<file path="src/inc/fwd_pkg.sv">
package fwd_pkg;

    // ----------------------------------------------------------------
    // ports and memory
    // ----------------------------------------------------------------
    localparam int         NUM_PORTS  = 4;
    localparam logic [1:0] IN_PORT    = 2'h0;
    localparam int         BUF_BYTES  = 16;
    localparam int         BUF_COPIES = 3;
    localparam int         MEM_DEPTH  = BUF_BYTES * BUF_COPIES;
    localparam logic [1:0] MBX_BANK   = 2'h0;
    localparam logic [1:0] BANK_W_RST = 2'h0;
    localparam logic [1:0] BANK_R_RST = 2'h1;
    localparam logic [1:0] BANK_N_RST = 2'h2;

    // ----------------------------------------------------------------
    // frame layout, byte positions after the preamble
    // ----------------------------------------------------------------
    localparam logic [15:0] ETHERTYPE = 16'h88a4;
    localparam logic [10:0] POS_TYPE_HI = 11'h00c;
    localparam logic [10:0] POS_TYPE_LO = 11'h00d;
    localparam logic [10:0] POS_LEN_LO  = 11'h00e;
    localparam logic [10:0] POS_LEN_HI  = 11'h00f;
    localparam logic [10:0] POS_ADR_LO  = 11'h010;
    localparam logic [10:0] POS_ADR_HI  = 11'h011;

    // ----------------------------------------------------------------
    // check sequence
    // ----------------------------------------------------------------
    localparam logic [31:0] CRC_INIT    = 32'hffffffff;
    localparam logic [31:0] CRC_POLY    = 32'hedb88320;
    localparam logic [31:0] CRC_RESIDUE = 32'hdebb20e3;

    typedef enum logic {
        MODE_MAILBOX  = 1'b0,
        MODE_BUFFERED = 1'b1
    } guard_mode_t;

    typedef enum logic [3:0] {
        ST_IDLE = 4'b0001,
        ST_HEAD = 4'b0010,
        ST_DATA = 4'b0100,
        ST_SKIP = 4'b1000
    } proc_state_t;

endpackage : fwd_pkg

</file>
<file path="src/inc/guard_if.sv">
`timescale 1ns/1ns
`default_nettype none
interface guard_if;
    fwd_pkg::guard_mode_t mode;
    logic                 wr_en;
    logic [3:0]           wr_addr;
    logic [7:0]           wr_data;
    logic                 commit;
    logic                 abort;
    logic                 wr_blocked;
    logic                 rd_start;
    logic                 rd_en;
    logic [3:0]           rd_addr;
    logic [7:0]           rd_data;
    logic                 rd_done;
    logic                 rd_new;

    modport guard (input mode, wr_en, wr_addr, wr_data, commit, abort,
                   input rd_start, rd_en, rd_addr, rd_done,
                   output wr_blocked, rd_data, rd_new);
    modport user  (output mode, wr_en, wr_addr, wr_data, commit, abort,
                   output rd_start, rd_en, rd_addr, rd_done,
                   input wr_blocked, rd_data, rd_new);
endinterface : guard_if
`default_nettype wire

</file>
<file path="src/logic/buffer_guard.sv">
`timescale 1ns/1ns
`default_nettype none
module buffer_guard (
    input  wire logic sys_clk_i,
    input  wire logic rst_n_i,
    guard_if.guard    gd
);

    // ----------------------------------------------------------------
    // storage: three copies for the triple buffer
    // ----------------------------------------------------------------
    logic [7:0] mem [fwd_pkg::MEM_DEPTH];
    logic       full;
    logic       next_full;
    logic       fresh;
    logic       next_fresh;
    logic [1:0] bank_w;
    logic [1:0] bank_r;
    logic [1:0] bank_n;
    logic [1:0] next_bank_w;
    logic [1:0] next_bank_r;
    logic [1:0] next_bank_n;
    logic [7:0] rd_data;
    logic [7:0] next_rd_data;
    logic       buffered;
    logic [1:0] wr_bank;
    logic [1:0] rd_bank;

    assign buffered      = (gd.mode == fwd_pkg::MODE_BUFFERED);
    assign wr_bank       = buffered ? bank_w : fwd_pkg::MBX_BANK;
    assign rd_bank       = buffered ? bank_r : fwd_pkg::MBX_BANK;
    assign gd.wr_blocked = !buffered && full;
    assign gd.rd_new     = buffered ? fresh : full;
    assign gd.rd_data    = rd_data;

    // ----------------------------------------------------------------
    // handshake and bank rotation
    // ----------------------------------------------------------------
    always_comb begin
        next_full    = full;
        next_fresh   = fresh;
        next_bank_w  = bank_w;
        next_bank_r  = bank_r;
        next_bank_n  = bank_n;
        next_rd_data = rd_data;
        if (gd.rd_en) begin
            // empty mailbox reads zero, host never sees a half-written one
            if (buffered || full) begin
                next_rd_data = mem[{rd_bank, gd.rd_addr}];
            end else begin
                next_rd_data = 8'h00;
            end
        end
        if (buffered) begin
            if (gd.commit && gd.rd_start) begin
                // reader takes the buffer just finished; older one is dropped
                next_bank_r = bank_w;
                next_bank_w = bank_r;
                next_fresh  = 1'b0;
            end else if (gd.commit) begin
                next_bank_n = bank_w;
                next_bank_w = bank_n;
                next_fresh  = 1'b1;
            end else if (gd.rd_start && fresh) begin
                next_bank_r = bank_n;
                next_bank_n = bank_r;
                next_fresh  = 1'b0;
            end
        end else begin
            if (gd.commit && !full) begin
                next_full = 1'b1;
            end else if (gd.rd_done && full) begin
                next_full = 1'b0;
            end
        end
    end

    always_ff @(posedge sys_clk_i or negedge rst_n_i) begin
        if (!rst_n_i) begin
            full    <= 1'b0;
            fresh   <= 1'b0;
            bank_w  <= fwd_pkg::BANK_W_RST;
            bank_r  <= fwd_pkg::BANK_R_RST;
            bank_n  <= fwd_pkg::BANK_N_RST;
            rd_data <= 8'h00;
        end else begin
            full    <= next_full;
            fresh   <= next_fresh;
            bank_w  <= next_bank_w;
            bank_r  <= next_bank_r;
            bank_n  <= next_bank_n;
            rd_data <= next_rd_data;
        end
    end

    // writer never touches the bank the reader holds
    always_ff @(posedge sys_clk_i) begin
        if (gd.wr_en && !gd.wr_blocked) begin
            mem[{wr_bank, gd.wr_addr}] <= gd.wr_data;
        end
    end

endmodule : buffer_guard
`default_nettype wire

</file>
<file path="src/logic/fieldbus_port_forward_syncbuf.sv">
`timescale 1ns/1ns
`default_nettype none
module fieldbus_port_forward_syncbuf (
    input  wire logic                   sys_clk_i,
    input  wire logic                   rst_n_i,
    input  wire logic [3:0][7:0]        rx_data_i,
    input  wire logic [3:0]             rx_dv_i,
    input  wire logic [3:0]             port_open_i,
    output logic      [3:0][7:0]        tx_data_o,
    output logic      [3:0]             tx_en_o,
    input  wire fwd_pkg::guard_mode_t   guard_mode_i,
    input  wire logic [15:0]            map_log_start_i,
    input  wire logic                   host_rd_start_i,
    input  wire logic                   host_rd_en_i,
    input  wire logic [3:0]             host_rd_addr_i,
    input  wire logic                   host_rd_done_i,
    output logic      [7:0]             host_rd_data_o,
    output logic                        host_data_new_o,
    output logic                        write_blocked_o,
    output logic                        frame_good_o,
    output logic                        frame_bad_o
);

    // ----------------------------------------------------------------
    // helpers
    // ----------------------------------------------------------------
    // successor in the ring; closed ports are skipped, port 0 closes it
    function automatic logic [1:0] next_open(input logic [1:0] src,
                                             input logic [3:0] open);
        logic [1:0] cand;
        next_open = fwd_pkg::IN_PORT;
        for (int k = fwd_pkg::NUM_PORTS - 1; k >= 1; k--) begin
            cand = src + k[1:0];
            if (open[cand] || cand == fwd_pkg::IN_PORT) begin
                next_open = cand;
            end
        end
    endfunction : next_open

    function automatic logic [31:0] crc_byte(input logic [31:0] crc,
                                             input logic [7:0]  data);
        logic [31:0] c;
        c = crc;
        for (int i = 0; i < 8; i++) begin
            if (c[0] ^ data[i]) begin
                c = (c >> 1) ^ fwd_pkg::CRC_POLY;
            end else begin
                c = c >> 1;
            end
        end
        crc_byte = c;
    endfunction : crc_byte

    // ----------------------------------------------------------------
    // pin synchronisers
    // ----------------------------------------------------------------
    logic [3:0][7:0] rxd_meta;
    logic [3:0][7:0] rxd;
    logic [3:0]      dv_meta;
    logic [3:0]      dv;
    logic [3:0]      open_meta;
    logic [3:0]      open_s;
    // reset to the idle level of dv, so no false start
    logic            dv0_q;

    always_ff @(posedge sys_clk_i or negedge rst_n_i) begin
        if (!rst_n_i) begin
            rxd_meta  <= '0;
            rxd       <= '0;
            dv_meta   <= 4'h0;
            dv        <= 4'h0;
            open_meta <= 4'h0;
            open_s    <= 4'h0;
            dv0_q     <= 1'b0;
        end else begin
            rxd_meta  <= rx_data_i;
            rxd       <= rxd_meta;
            dv_meta   <= rx_dv_i;
            dv        <= dv_meta;
            open_meta <= port_open_i;
            open_s    <= open_meta;
            dv0_q     <= dv[fwd_pkg::IN_PORT];
        end
    end

    // ----------------------------------------------------------------
    // forwarding roundabout
    // ----------------------------------------------------------------
    logic [3:0][7:0] tx_data;
    logic [3:0][7:0] next_tx_data;
    logic [3:0]      tx_en;
    logic [3:0]      next_tx_en;
    logic [1:0]      dst;

    // each open port has one ring successor, so no two sources collide
    always_comb begin
        next_tx_data = '0;
        next_tx_en   = 4'h0;
        dst          = fwd_pkg::IN_PORT;
        for (int s = 0; s < fwd_pkg::NUM_PORTS; s++) begin
            // port 0 always carries the upstream link
            if ((s == 0 || open_s[s]) && dv[s]) begin
                // frames from ports 1-3 bypass the processing unit
                dst                = next_open(s[1:0], open_s);
                next_tx_en[dst]    = 1'b1;
                next_tx_data[dst]  = rxd[s];
            end
        end
    end

    always_ff @(posedge sys_clk_i or negedge rst_n_i) begin
        if (!rst_n_i) begin
            tx_data <= '0;
            tx_en   <= 4'h0;
        end else begin
            tx_data <= next_tx_data;
            tx_en   <= next_tx_en;
        end
    end

    assign tx_data_o = tx_data;
    assign tx_en_o   = tx_en;

    // ----------------------------------------------------------------
    // processing unit behind port 0
    // ----------------------------------------------------------------
    fwd_pkg::proc_state_t state;
    fwd_pkg::proc_state_t next_state;

    // header position and running check sequence
    logic [10:0] cnt;
    logic [10:0] next_cnt;
    logic [31:0] crc;
    logic [31:0] next_crc;
    logic [10:0] len;
    logic [10:0] next_len;

    // datagram window inside the logical image
    logic [15:0] laddr;
    logic [15:0] next_laddr;
    logic [10:0] didx;
    logic [10:0] next_didx;
    logic        wrote;
    logic        next_wrote;

    // write side toward the guard
    logic        wr_en;
    logic        next_wr_en;
    logic [3:0]  wr_addr;
    logic [3:0]  next_wr_addr;
    logic [7:0]  wr_data;
    logic [7:0]  next_wr_data;

    // outcome, decided only once the frame has ended
    logic        commit;
    logic        next_commit;
    logic        abort;
    logic        next_abort;
    logic        good;
    logic        next_good;
    logic        bad;
    logic        next_bad;

    // combinational helpers
    logic [15:0] phys;
    logic [7:0]  b;
    logic        sof;
    logic        eof;

    assign b   = rxd[fwd_pkg::IN_PORT];
    assign sof = dv[fwd_pkg::IN_PORT] && !dv0_q;
    assign eof = !dv[fwd_pkg::IN_PORT] && dv0_q;

    always_comb begin
        next_state   = state;
        next_cnt     = cnt;
        next_crc     = crc;
        next_len     = len;
        next_laddr   = laddr;
        next_didx    = didx;
        next_wrote   = wrote;
        next_wr_en   = 1'b0;
        next_wr_addr = wr_addr;
        next_wr_data = wr_data;
        next_commit  = 1'b0;
        next_abort   = 1'b0;
        next_good    = 1'b0;
        next_bad     = 1'b0;
        // logical image address to offset inside the guarded buffer
        phys = laddr + {5'h00, didx} - map_log_start_i;
        case (state)
            fwd_pkg::ST_IDLE: begin
                if (sof) begin
                    next_state = fwd_pkg::ST_HEAD;
                    next_cnt   = 11'h001;
                    next_crc   = crc_byte(fwd_pkg::CRC_INIT, b);
                    next_wrote = 1'b0;
                end
            end
            fwd_pkg::ST_HEAD, fwd_pkg::ST_DATA: begin
                if (eof) begin
                    next_state = fwd_pkg::ST_IDLE;
                    // fcs is checked only now; writes so far stay uncommitted
                    if (crc == fwd_pkg::CRC_RESIDUE && state == fwd_pkg::ST_DATA) begin
                        next_commit = wrote;
                        next_good   = 1'b1;
                    end else begin
                        next_abort = 1'b1;
                        next_bad   = (crc != fwd_pkg::CRC_RESIDUE);
                    end
                end else if (dv[fwd_pkg::IN_PORT]) begin
                    next_crc = crc_byte(crc, b);
                    next_cnt = cnt + 11'h001;
                    case (cnt)
                        fwd_pkg::POS_TYPE_HI: begin
                            if (b != fwd_pkg::ETHERTYPE[15:8]) begin
                                next_state = fwd_pkg::ST_SKIP;
                            end
                        end
                        fwd_pkg::POS_TYPE_LO: begin
                            if (b != fwd_pkg::ETHERTYPE[7:0]) begin
                                next_state = fwd_pkg::ST_SKIP;
                            end
                        end
                        fwd_pkg::POS_LEN_LO: next_len[7:0]    = b;
                        fwd_pkg::POS_LEN_HI: next_len[10:8]   = b[2:0];
                        fwd_pkg::POS_ADR_LO: next_laddr[7:0]  = b;
                        fwd_pkg::POS_ADR_HI: begin
                            next_laddr[15:8] = b;
                            next_didx        = 11'h000;
                            next_state       = fwd_pkg::ST_DATA;
                        end
                        default: ;
                    endcase
                    // bytes land in memory while the frame is still arriving
                    if (state == fwd_pkg::ST_DATA && didx < len) begin
                        next_didx = didx + 11'h001;
                        if (phys < 16'(fwd_pkg::BUF_BYTES)) begin
                            next_wr_en   = 1'b1;
                            next_wr_addr = phys[3:0];
                            next_wr_data = b;
                            next_wrote   = 1'b1;
                        end
                    end
                end
            end
            fwd_pkg::ST_SKIP: begin
                // foreign frames are forwarded untouched
                if (eof) begin
                    next_state = fwd_pkg::ST_IDLE;
                    next_abort = 1'b1;
                end
            end
            default: next_state = fwd_pkg::ST_IDLE;
        endcase
    end

    always_ff @(posedge sys_clk_i or negedge rst_n_i) begin
        if (!rst_n_i) begin
            state   <= fwd_pkg::ST_IDLE;
            cnt     <= 11'h000;
            crc     <= fwd_pkg::CRC_INIT;
            len     <= 11'h000;
            laddr   <= 16'h0000;
            didx    <= 11'h000;
            wrote   <= 1'b0;
            wr_en   <= 1'b0;
            wr_addr <= 4'h0;
            wr_data <= 8'h00;
            commit  <= 1'b0;
            abort   <= 1'b0;
            good    <= 1'b0;
            bad     <= 1'b0;
        end else begin
            state   <= next_state;
            cnt     <= next_cnt;
            crc     <= next_crc;
            len     <= next_len;
            laddr   <= next_laddr;
            didx    <= next_didx;
            wrote   <= next_wrote;
            wr_en   <= next_wr_en;
            wr_addr <= next_wr_addr;
            wr_data <= next_wr_data;
            commit  <= next_commit;
            abort   <= next_abort;
            good    <= next_good;
            bad     <= next_bad;
        end
    end

    assign frame_good_o = good;
    assign frame_bad_o  = bad;

    // ----------------------------------------------------------------
    // buffer guard between mapping unit and memory
    // ----------------------------------------------------------------
    guard_if gif ();

    assign gif.mode     = guard_mode_i;
    assign gif.wr_en    = wr_en;
    assign gif.wr_addr  = wr_addr;
    assign gif.wr_data  = wr_data;
    assign gif.commit   = commit;
    assign gif.abort    = abort;

    // host side, same clock domain, so no synchroniser
    assign gif.rd_start = host_rd_start_i;
    assign gif.rd_en    = host_rd_en_i;
    assign gif.rd_addr  = host_rd_addr_i;
    assign gif.rd_done  = host_rd_done_i;

    buffer_guard u_guard (
        .sys_clk_i (sys_clk_i),
        .rst_n_i   (rst_n_i),
        .gd        (gif)
    );

    assign host_rd_data_o  = gif.rd_data;
    assign host_data_new_o = gif.rd_new;
    assign write_blocked_o = gif.wr_blocked;

endmodule : fieldbus_port_forward_syncbuf
`default_nettype wire

</file>
<file path="config.mk">
export PLATFORM = sky130hd
export DESIGN_NAME = fieldbus_port_forward_syncbuf
export DESIGN_NICKNAME = d
export VERILOG_FILES = /design/src/inc/fwd_pkg.sv /design/src/inc/guard_if.sv /design/src/logic/buffer_guard.sv /design/src/logic/fieldbus_port_forward_syncbuf.sv
export SDC_FILE = /design/constraint.sdc
export NUM_CORES = 1
export LEC_CHECK = 0
export BUFFER_PORTS_ARGS = -buffer_cell sky130_fd_sc_hd__clkbuf_2
export CORE_MARGIN = 3
export CORE_UTILIZATION = 55
export CTS_BUF_LIST = sky130_fd_sc_hd__clkbuf_8
export CTS_CLUSTER_SIZE = 28
export DETAILED_ROUTE_END_ITERATION = 16
export PLACE_DENSITY = 0.8
export SYNTH_ARGS = -nofsm -noshare
export SYNTH_HDL_FRONTEND = slang
export SYNTH_SLANG_ARGS = --single-unit
</file>
<file path="constraint.sdc">
create_clock -name sys_clk_i -period 3.09 [get_ports sys_clk_i]
set_input_delay 0.7725 -clock sys_clk_i [delete_from_list [all_inputs] [get_ports sys_clk_i]]
set_output_delay 0.7725 -clock sys_clk_i [all_outputs]
set_load 0.005 [all_outputs]
</file>
==> metrics.md, run 1 <==
| Metric | Value |
|---|---|
| Failing checks | `negative setup slack` |
| Outcome | `finished with violations` |
| # setup viols final | `12` |
| Max-Cap Viols | `0` |
| Share of power burned in the clock network | `33.5%` |
| Core area | `0.0471 mm2` |
| Pwr Total | `19800 uW` |
| Die Wd | `225 um` |
| Htree depth | `3` |
| Initial DRC count | `1396` |
| Clock skew | `35.1 ps` |
| Syn Area/Cell | `15.0 um2` |
| Power per cell area | `635 mW/mm2` |
| Synth area leaders | `edfxtp_1 44%, dfrtp_1 19%, mux4_2 10%, dfstp_2 3.5%, xnor2_1 3.4%` |
| Area growth syn-to-layout | `17.7%` |
| Reg clk slew, reported paths | `60 ps` |
| Clk sinks | `617` |
| CTS tree | `done` |
| Final worst slack | `-326 ps` |
| Hold Vio Cnt, Final | `0` |
| Required @ worst endpoint | `3650 ps` |
| Slew Viols, Final | `0` |
| Num rows | `79` |
| Startpoint Class | `flip-flop` |
| Top-area cell type share of the netlist area | `43.6%` |
| PortBufs | `112` |
| Total GRT Usage | `24.7%` |
| DRC | `0` |
| Area leader, netlist | `edfxtp_1` |
| Initial antenna violation count | `1` |
| Mapped Cells | `1763` |
| Routed Antenna Nets | `0` |
| Area of the mapped netlist | `0.0265 mm2` |
| Seq/Total Area, Yosys | `65.8%` |
| Vias in the first global route | `16.7k` |
| Max_slew headroom | `50.8%` |
| Via count | `16.1k` |
| Max Fanout on Critical Path | `6` |
| Slew @ Worst Pin | `738 ps` |
| Initial core utilization | `56.3%` |
| Post-synth ARST share | `37.8%` |
| WP data arrival | `3970 ps` |
| Comb power frac | `18.1%` |
| Critical-path cell list | `inv_2 > fa_1 > buf_4 > fa_2 > nor2b_4 > o2111ai_1 > o32a_1 > o22ai_2 > o221ai_2 > a2111oi_4 > nand4b_4 > clkbuf_16 > mux2_4` |
| Die H | `225 um` |
| Period utilization | `111%` |
| Via density | `5.84` |
| Share of cells above drive strength 1 | `30.3%` |
| Achievable frequency | `293 MHz` |
| Slowest-stage cell, CP | `fa_1` |
| CTS Buffer Depth | `3` |
| Gp weighted congestion | `0.890` |
| CP peak stage delay | `460 ps` |
| Top_reg_cell synth | `edfxtp_1` |
| WL per Instance | `22.1 um` |
| Count of flip-flops with a built-in enable after synthesis | `384` |
| Largest net degree at the start of global routing | `93` |
| Post-DP HPWL | `41.2 mm` |
| Worst path bufs/invs | `3` |
| Register share of total power | `48.4%` |
| Ys Warns | `0` |
| Top cell family by delay on the critical path | `compound AO/OA/AOI/OAI gates` |
| # diodes | `0` |
| VDD IR max | `0.000497 V` |
| Switching power | `5460 uW` |
| Unrepaired setup endpoints after global routing | `true` |
| Type of the tightest min-delay check | `input pin to async pin` |
| DRT Pass-1 Iters | `8` |
| CTS buffer count | `94` |
| Commonest non-fill, non-tap cell in the layout | `edfxtp_1` |
| Ports | `114` |
| CTS root buffer | `clkbuf_8` |
| Final nets | `2196` |
| Commonest cells after routing, fill and taps aside | `384 x edfxtp_1, 198 x dfrtp_1, 178 x buf_4` |
| Unique masters post-synth | `75` |
| Number of synthesized register bits | `617` |
| Cell-internal power | `14300 uW` |
| Die ar. | `0.0508 mm2` |
| Post-Place Worst Slack | `-955 ps` |
| Fillers | `3158` |
| Period minus WS final | `3420 ps` |
| Switching Share | `27.6%` |
| Crit Path Class | `flip-flop to flip-flop` |
| Post-Syn Nets | `1880` |
| Leak | `0.0118 uW` |
| Critical Path End Type | `flip-flop` |
| Total grt overflow | `0` |
| Global-route wire length before repair | `95.7 mm` |
| Worst-Skew Late Latency | `700 ps` |
| Final wirelength | `61.2 mm` |
-- final cells by class --
type / instances / area (um2) / area share, %
flip-flops and latches: 617 / 17400 / 55.9
multi-input cells: 966 / 8560 / 27.5
repair buffers: 303 / 2180 / 7.01
clock buffers: 104 / 1430 / 4.60
well taps: 607 / 759 / 2.44
clock inverters: 70 / 439 / 1.41
inverters: 97 / 364 / 1.17
-- sequential cells by signal, summed over array words and instances, names as in the netlist, 8 cells and up --
name                count
b                       8
cnt                    11
crc                    32
didx                   11
gif.wr_data             8
laddr                  16
len                    11
rxd                    24
rxd_meta               32
tx_data_o              32
u_guard.gd.rd_data      8
u_guard.mem           384
-- through the flow --
step	utilization, %	instances	area [um2]	hold slack [ps]	setup TNS [ps]
detailed placement	61.7	2581	29100	335	-12350
CTS	66.1	2762	31100	98.4	-3870
global placement	61.7	2581	29100	333	-10570
floorplan	-	1763	26500	331	-5980
finish	66.2	2764	31100	122	-3650
global route	66.2	2764	31100	135	-5100
-- Yosys cell counts (14+ instances only) --
| library cell | n |
|---|---|
| a21oi_1 | 41 |
| a22oi_1 | 15 |
| and3_1 | 15 |
| buf_2 | 14 |
| clkbuf_1 | 59 |
| dfrtp_1 | 198 |
| dfstp_2 | 35 |
| edfxtp_1 | 384 |
| ha_1 | 40 |
| inv_1 | 96 |
| mux4_2 | 120 |
| nand2_1 | 139 |
| nand3_1 | 24 |
| nor2_1 | 125 |
| nor3_1 | 14 |
| o21ai_0 | 93 |
| o21ai_1 | 14 |
| xnor2_1 | 103 |
| xor2_1 | 31 |
-- worst reg2reg max path, cell delays in order, from the launching register on --
cell and delay [ps]:
dfrtp_1 370, inv_2 100, fa_1 460, buf_4 160
fa_2 370, nor2b_4 170, o2111ai_1 140, o32a_1 210
o22ai_2 170, o221ai_2 140, a2111oi_4 320, nand4b_4 190
clkbuf_16 210, mux2_4 290
-- kinds of logic after synthesis --
| logic type | synth area share [%] |
|---|---|
| DFF | 65.8 |
| and+or+nand+nor | 6.36 |
| AOI/OAI and AO/OA | 6.20 |
| buffers and inverters | 2.69 |
| muxes | 11.4 |
| xor gates and xnor gates | 4.84 |
| adders and majority gates | 2.72 |
-- final timing paths --
check | cells after the start | startpoint | slack, ps | end
worst min-delay path | 1 | rst_n_i | 120 | tx_data_o[2]
worst max register to register | 13 | laddr[1] | -330 | gif.wr_data[5]
worst min register to register | 0 | rxd_meta[20] | 350 | rxd[20]
min in group sys_clk_i | 1 | rx_data_i[2] | 180 | rxd_meta[2]
max in group asynchronous | 2 | rst_n_i | 2220 | crc[6]
worst max-delay path | 13 | laddr[1] | -330 | gif.wr_data[5]
-- power groups by stage --
| stage | logic, uW | clock network, uW | registers [uW] |
|---|---|---|---|
| after CTS | 3580 | 6780 | 9560 |
| after detailed placement | 3540 | 0 | 9720 |
| after global routing | 3920 | 7120 | 9600 |
| after floorplan | 2830 | 0 | 9520 |
| after global placement | 3490 | 0 | 9710 |
| final | 3580 | 6630 | 9570 |
-- layer usage --
metal	vias up	track usage [%]	part of all wire (%)
met5	-	0	0
met4	0	9.39	3.3
li1	7164	-	-
met2	704	41.3	50
met1	8150	32.8	39
met3	131	4.31	7.0
-- timing repair --
item                       4_1_cts  5_1_grt
resized for setup               21       14
setup endpoints to repair       14       15
hold buffers                     0        0
buffers inserted                 6        3
pin swaps                       12        9
gates cloned                     1        0
No activity file was read; power rests on OpenSTA's default activity.
==> inputs of run 2 (changes only) <==
- ABC_AREA: unset -> 1
==> run 2 against run 1 <==
  * The run now ends clean
  * Die area grew 3.8%
  * Routed wire length grew 13%
  * Register-to-register slack improved by 500 ps
  * Core utilization decreased by 1.9 points
  * Count of clock-buffer cells in the layout rose by 9
  * Clock power hardly changed
  * Cell area is 1.4% higher
  * Synthesized cell count is 47% higher
  * Non-clock buffer count shrank 49
  * Critical endpoint is now gif.wr_data[7]
  * Highest routed layer is now met5
==> metrics.md, run 2 <==
| Metric | Value |
|---|---|
| Outcome | `complete, no violations` |
| Global-route wire length before repair | `110 mm (+15%)` |
| CTS tree | `done` |
| CTS buffer count | `95 (+1.1%)` |
| Cell with the most instances after synthesis | `edfxtp_1` |
| Unique masters post-synth | `52 (-31%)` |
| Crit Path Class | `flip-flop to flip-flop` |
| Max layer used | `met5` |
| WL per Instance | `19.4 um (-12%)` |
| Unrepaired setup endpoints after global routing | `true` |
| M1 WL | `27.5 mm (+14%)` |
| Switching power | `6130 uW (+12%)` |
| Achievable frequency | `343 MHz (+17%)` |
| CTS root buffer | `clkbuf_8` |
| Leak | `0.0139 uW (+18%)` |
| Via density | `5.77 (-1.2%)` |
| # setup viols final | `0 (-12)` |
| Routed Antenna Nets | `0 (unchanged)` |
| Htree depth | `3 (unchanged)` |
| Fillers | `3637 (+15%)` |
| Max_slew headroom | `19.8% (-31 points)` |
| Post-Synth XOR/XNOR Area | `3.20% (-1.6 points)` |
| Ys Warns | `0 (unchanged)` |
| Post-Syn Nets | `2705 (+44%)` |
| Simple-gate share of the synthesized area | `14.7% (+8.3 points)` |
| Type of the tightest min-delay check | `input pin to flip-flop` |
| Clock skew | `52.2 ps (+17.1 ps)` |
| DRC | `0 (unchanged)` |
| Slew Viols, Final | `0 (unchanged)` |
| # diodes | `0 (unchanged)` |
| Ports | `114 (unchanged)` |
| Number of synthesized register bits | `617 (unchanged)` |
| Clk sinks | `617 (unchanged)` |
| Max-Cap Viols | `0 (unchanged)` |
| Comb power frac | `19.8% (+1.7 points)` |
| WP data arrival | `3530 ps (-440 ps)` |
| Final wirelength | `69.3 mm (+13%)` |
| Largest family of logic cells by synthesized area | `simple AND/OR/NAND/NOR gates` |
| Largest register FFs | `384 (unchanged)` |
| Top_reg_cell synth | `edfxtp_1` |
| Area fraction in compound gates after synthesis | `11.1% (+4.9 points)` |
| Slew @ Worst Pin | `1200 ps (+465 ps)` |
| Num rows | `81 (+2.5%)` |
| Area leader, netlist | `edfxtp_1` |
| Gp weighted congestion | `0.933 (+4.7%)` |
| Initial antenna violation count | `1 (unchanged)` |
| Core area | `0.0492 mm2 (+4.5%)` |
| Commonest non-fill, non-tap cell in the layout | `edfxtp_1` |
| Area of the mapped netlist | `0.0275 mm2 (+3.9%)` |
| Mux contribution to synthesized area | `0% (-11 points)` |
| Critical Path End Type | `flip-flop` |
| Top cells by count, synth | `384 x edfxtp_1, 368 x nor2_1, 349 x nand2_1` |
| Seq/Total Area, Yosys | `63.3% (-2.5 points)` |
| CTS Buffer Depth | `3 (unchanged)` |
| Die ar. | `0.0527 mm2 (+3.8%)` |
| Hold Vio Cnt, Final | `0 (unchanged)` |
| DR WL met3 | `5.60 mm (+30%)` |
| Total grt overflow | `0 (unchanged)` |
| Die H | `230 um (+1.9%)` |
| Cell-internal power | `14000 uW (-1.8%)` |
| Reg clk slew, reported paths | `60 ps (about the same)` |
| Worst-Skew Late Latency | `710 ps (about the same)` |
| Share of power burned in the clock network | `32.9% (-0.6 points)` |
| Finished Core Util | `64.3% (-1.9 points)` |
| Register share of total power | `47.3% (-1.1 points)` |
| Switching Share | `30.4% (+2.8 points)` |
| WHS | `176 ps (+54.1 ps)` |
| Total GRT Usage | `26.2% (+1.5 points)` |
| Die Wd | `230 um (+1.9%)` |
| VDD IR max | `0.000697 V (+40%)` |
| Initial core utilization | `55.9% (-0.32 points)` |
| Syn Area/Cell | `10.6 um2 (-29%)` |
| Vias in the first global route | `20.6k (+23%)` |
| Area growth syn-to-layout | `14.9%` |
| Via count | `20.6k (+27%)` |
| Top-area cell type share of the netlist area | `41.9% (-1.6 points)` |
| DR WL met2 | `33.7 mm (+9.7%)` |
| Share of cells above drive strength 1 | `17.0% (-13 points)` |
| PortBufs | `112 (unchanged)` |
| Mapped Cells | `2588 (+47%)` |
| Period utilization | `94.3% (-16 points)` |
| Fraction of the mapped netlist area in adder cells | `2.62% (-0.10 points)` |
| Commonest cells after routing, fill and taps aside | `384 x edfxtp_1, 367 x nor2_1, 343 x nand2_1` |
| Initial DRC count | `2344 (+68%)` |
| Startpoint Class | `flip-flop` |
| Power per cell area | `639 mW/mm2 (+0.68%)` |
| Post-synth ARST share | `37.8% (unchanged)` |
| Synth area leaders | `edfxtp_1 42%, dfrtp_1 18%, o21ai_0 5.4%, nor2_1 5.0%, nand2_1 4.8%` |
| Required @ worst endpoint | `3700 ps (+50 ps)` |
| Final nets | `2940 (+34%)` |
| Count of flip-flops with a built-in enable after synthesis | `384 (unchanged)` |
| Largest net degree at the start of global routing | `97 (+4.3%)` |
| Max Fanout on Critical Path | `12 (+6)` |
| Post-DP HPWL | `45.1 mm (+9.6%)` |
| DRT Pass-1 Iters | `6 (-2)` |
| Register name with the most flops | `u_guard.mem` |
| Period minus WS final | `2910 ps (-502 ps)` |
run 2: changes by cell type in the layout (fill, tap and decap cells not counted), moves of 78 or more:
cell     before  now
inv_1       105  241
mux4_2      120    0
nand3_1      24  145
nand2_1     139  343
xnor2_1     103   25
o21ai_0      91  298
nor2_1      125  367
run 2: timing repair:
| action | CTS | global route |
|---|---|---|
| endpoints found under the setup margin | 0 | 13 |
| endpoints found under the hold margin | 13 | 0 |
| resized for setup | 0 | 25 |
| hold buffers | 1 | 0 |
| setup buffers | 0 | 11 |
run 2: logic make-up (layout without fill, tap and decap cells):
group | count (synthesis) | after routing
AO/OA/AOI/OAI | 526 | 526
buffers and inverters | 345 | 657
flip-flops | 617 | 617
AND/OR/NAND/NOR | 954 | 955
adder cells (fa/ha/maj) | 51 | 51
XOR/XNOR | 95 | 95
run 2: power groups by stage:
stage / registers, uW / logic, uW / clock network (uW)
after floorplan: 9570 / 2940 / 0
after global placement: 9670 / 3790 / 0
after detailed placement: 9680 / 3920 / 0
after CTS: 9530 / 3940 / 6740
after global routing: 9570 / 4450 / 7130
final: 9540 / 3990 / 6650
run 2: layout make-up:
class	count	area (um2)	share of cell area [%]
Timing Repair Buffer	254	1770	5.61
Multi-Input combinational cell	1627	8820	27.9
Inverter	228	861	2.73
Clock buffer	113	1560	4.92
Sequential cell	617	17400	55.1
Tap cell	664	831	2.63
Clock inverter	62	340	1.08
run 2: final timing paths:
check	from	to	slack, ps	cells past startpoint
setup / recovery	didx[6]	gif.wr_data[7]	180	14
hold / removal	rx_data_i[26]	rxd_meta[26]	180	1
setup reg to reg	didx[6]	gif.wr_data[7]	180	14
hold reg to reg	rxd_meta[2]	b[2]	300	0
max in group asynchronous	rst_n_i	rxd[9]	1670	3
min in group asynchronous	rst_n_i	frame_bad_o	600	2
run 2: per-stage QoR:
| step | cells | worst slack (ps) | setup TNS [ps] | area [um2] | total power [uW] |
|---|---|---|---|---|---|
| 6_report | 3565 | 176 | 0 | 31600 | 20200 |
| 5_1_grt | 3565 | -19.4 | -82.6 | 31600 | 21200 |
| 4_1_cts | 3552 | 45.2 | 0 | 31400 | 20200 |
| 3_5_place_dp | 3376 | -313 | -3820 | 29500 | 13600 |
| 3_3_place_gp | 3376 | -313 | -3650 | 29500 | 13500 |
| 2_1_floorplan | 2588 | 37.8 | 0 | 27500 | 12500 |
run 2: critical path, stage by stage, from the launching register on:
cell     delay (ps)
dfrtp_1         350
inv_1            90
fa_1            480
inv_1            40
ha_1            340
nand2_2         140
inv_2            50
a21oi_2         150
nand2_2         100
nand2_1          80
nand4_1         150
nor3b_4         370
buf_4           250
nand4_1         130
nand2_1         100
run 2: layer usage:
metal  vias up  GRT usage, %
li1       9418             -
met1      9942          34.6
met2      1041          43.2
met3       183          4.69
met4         2          10.9
met5         -             0
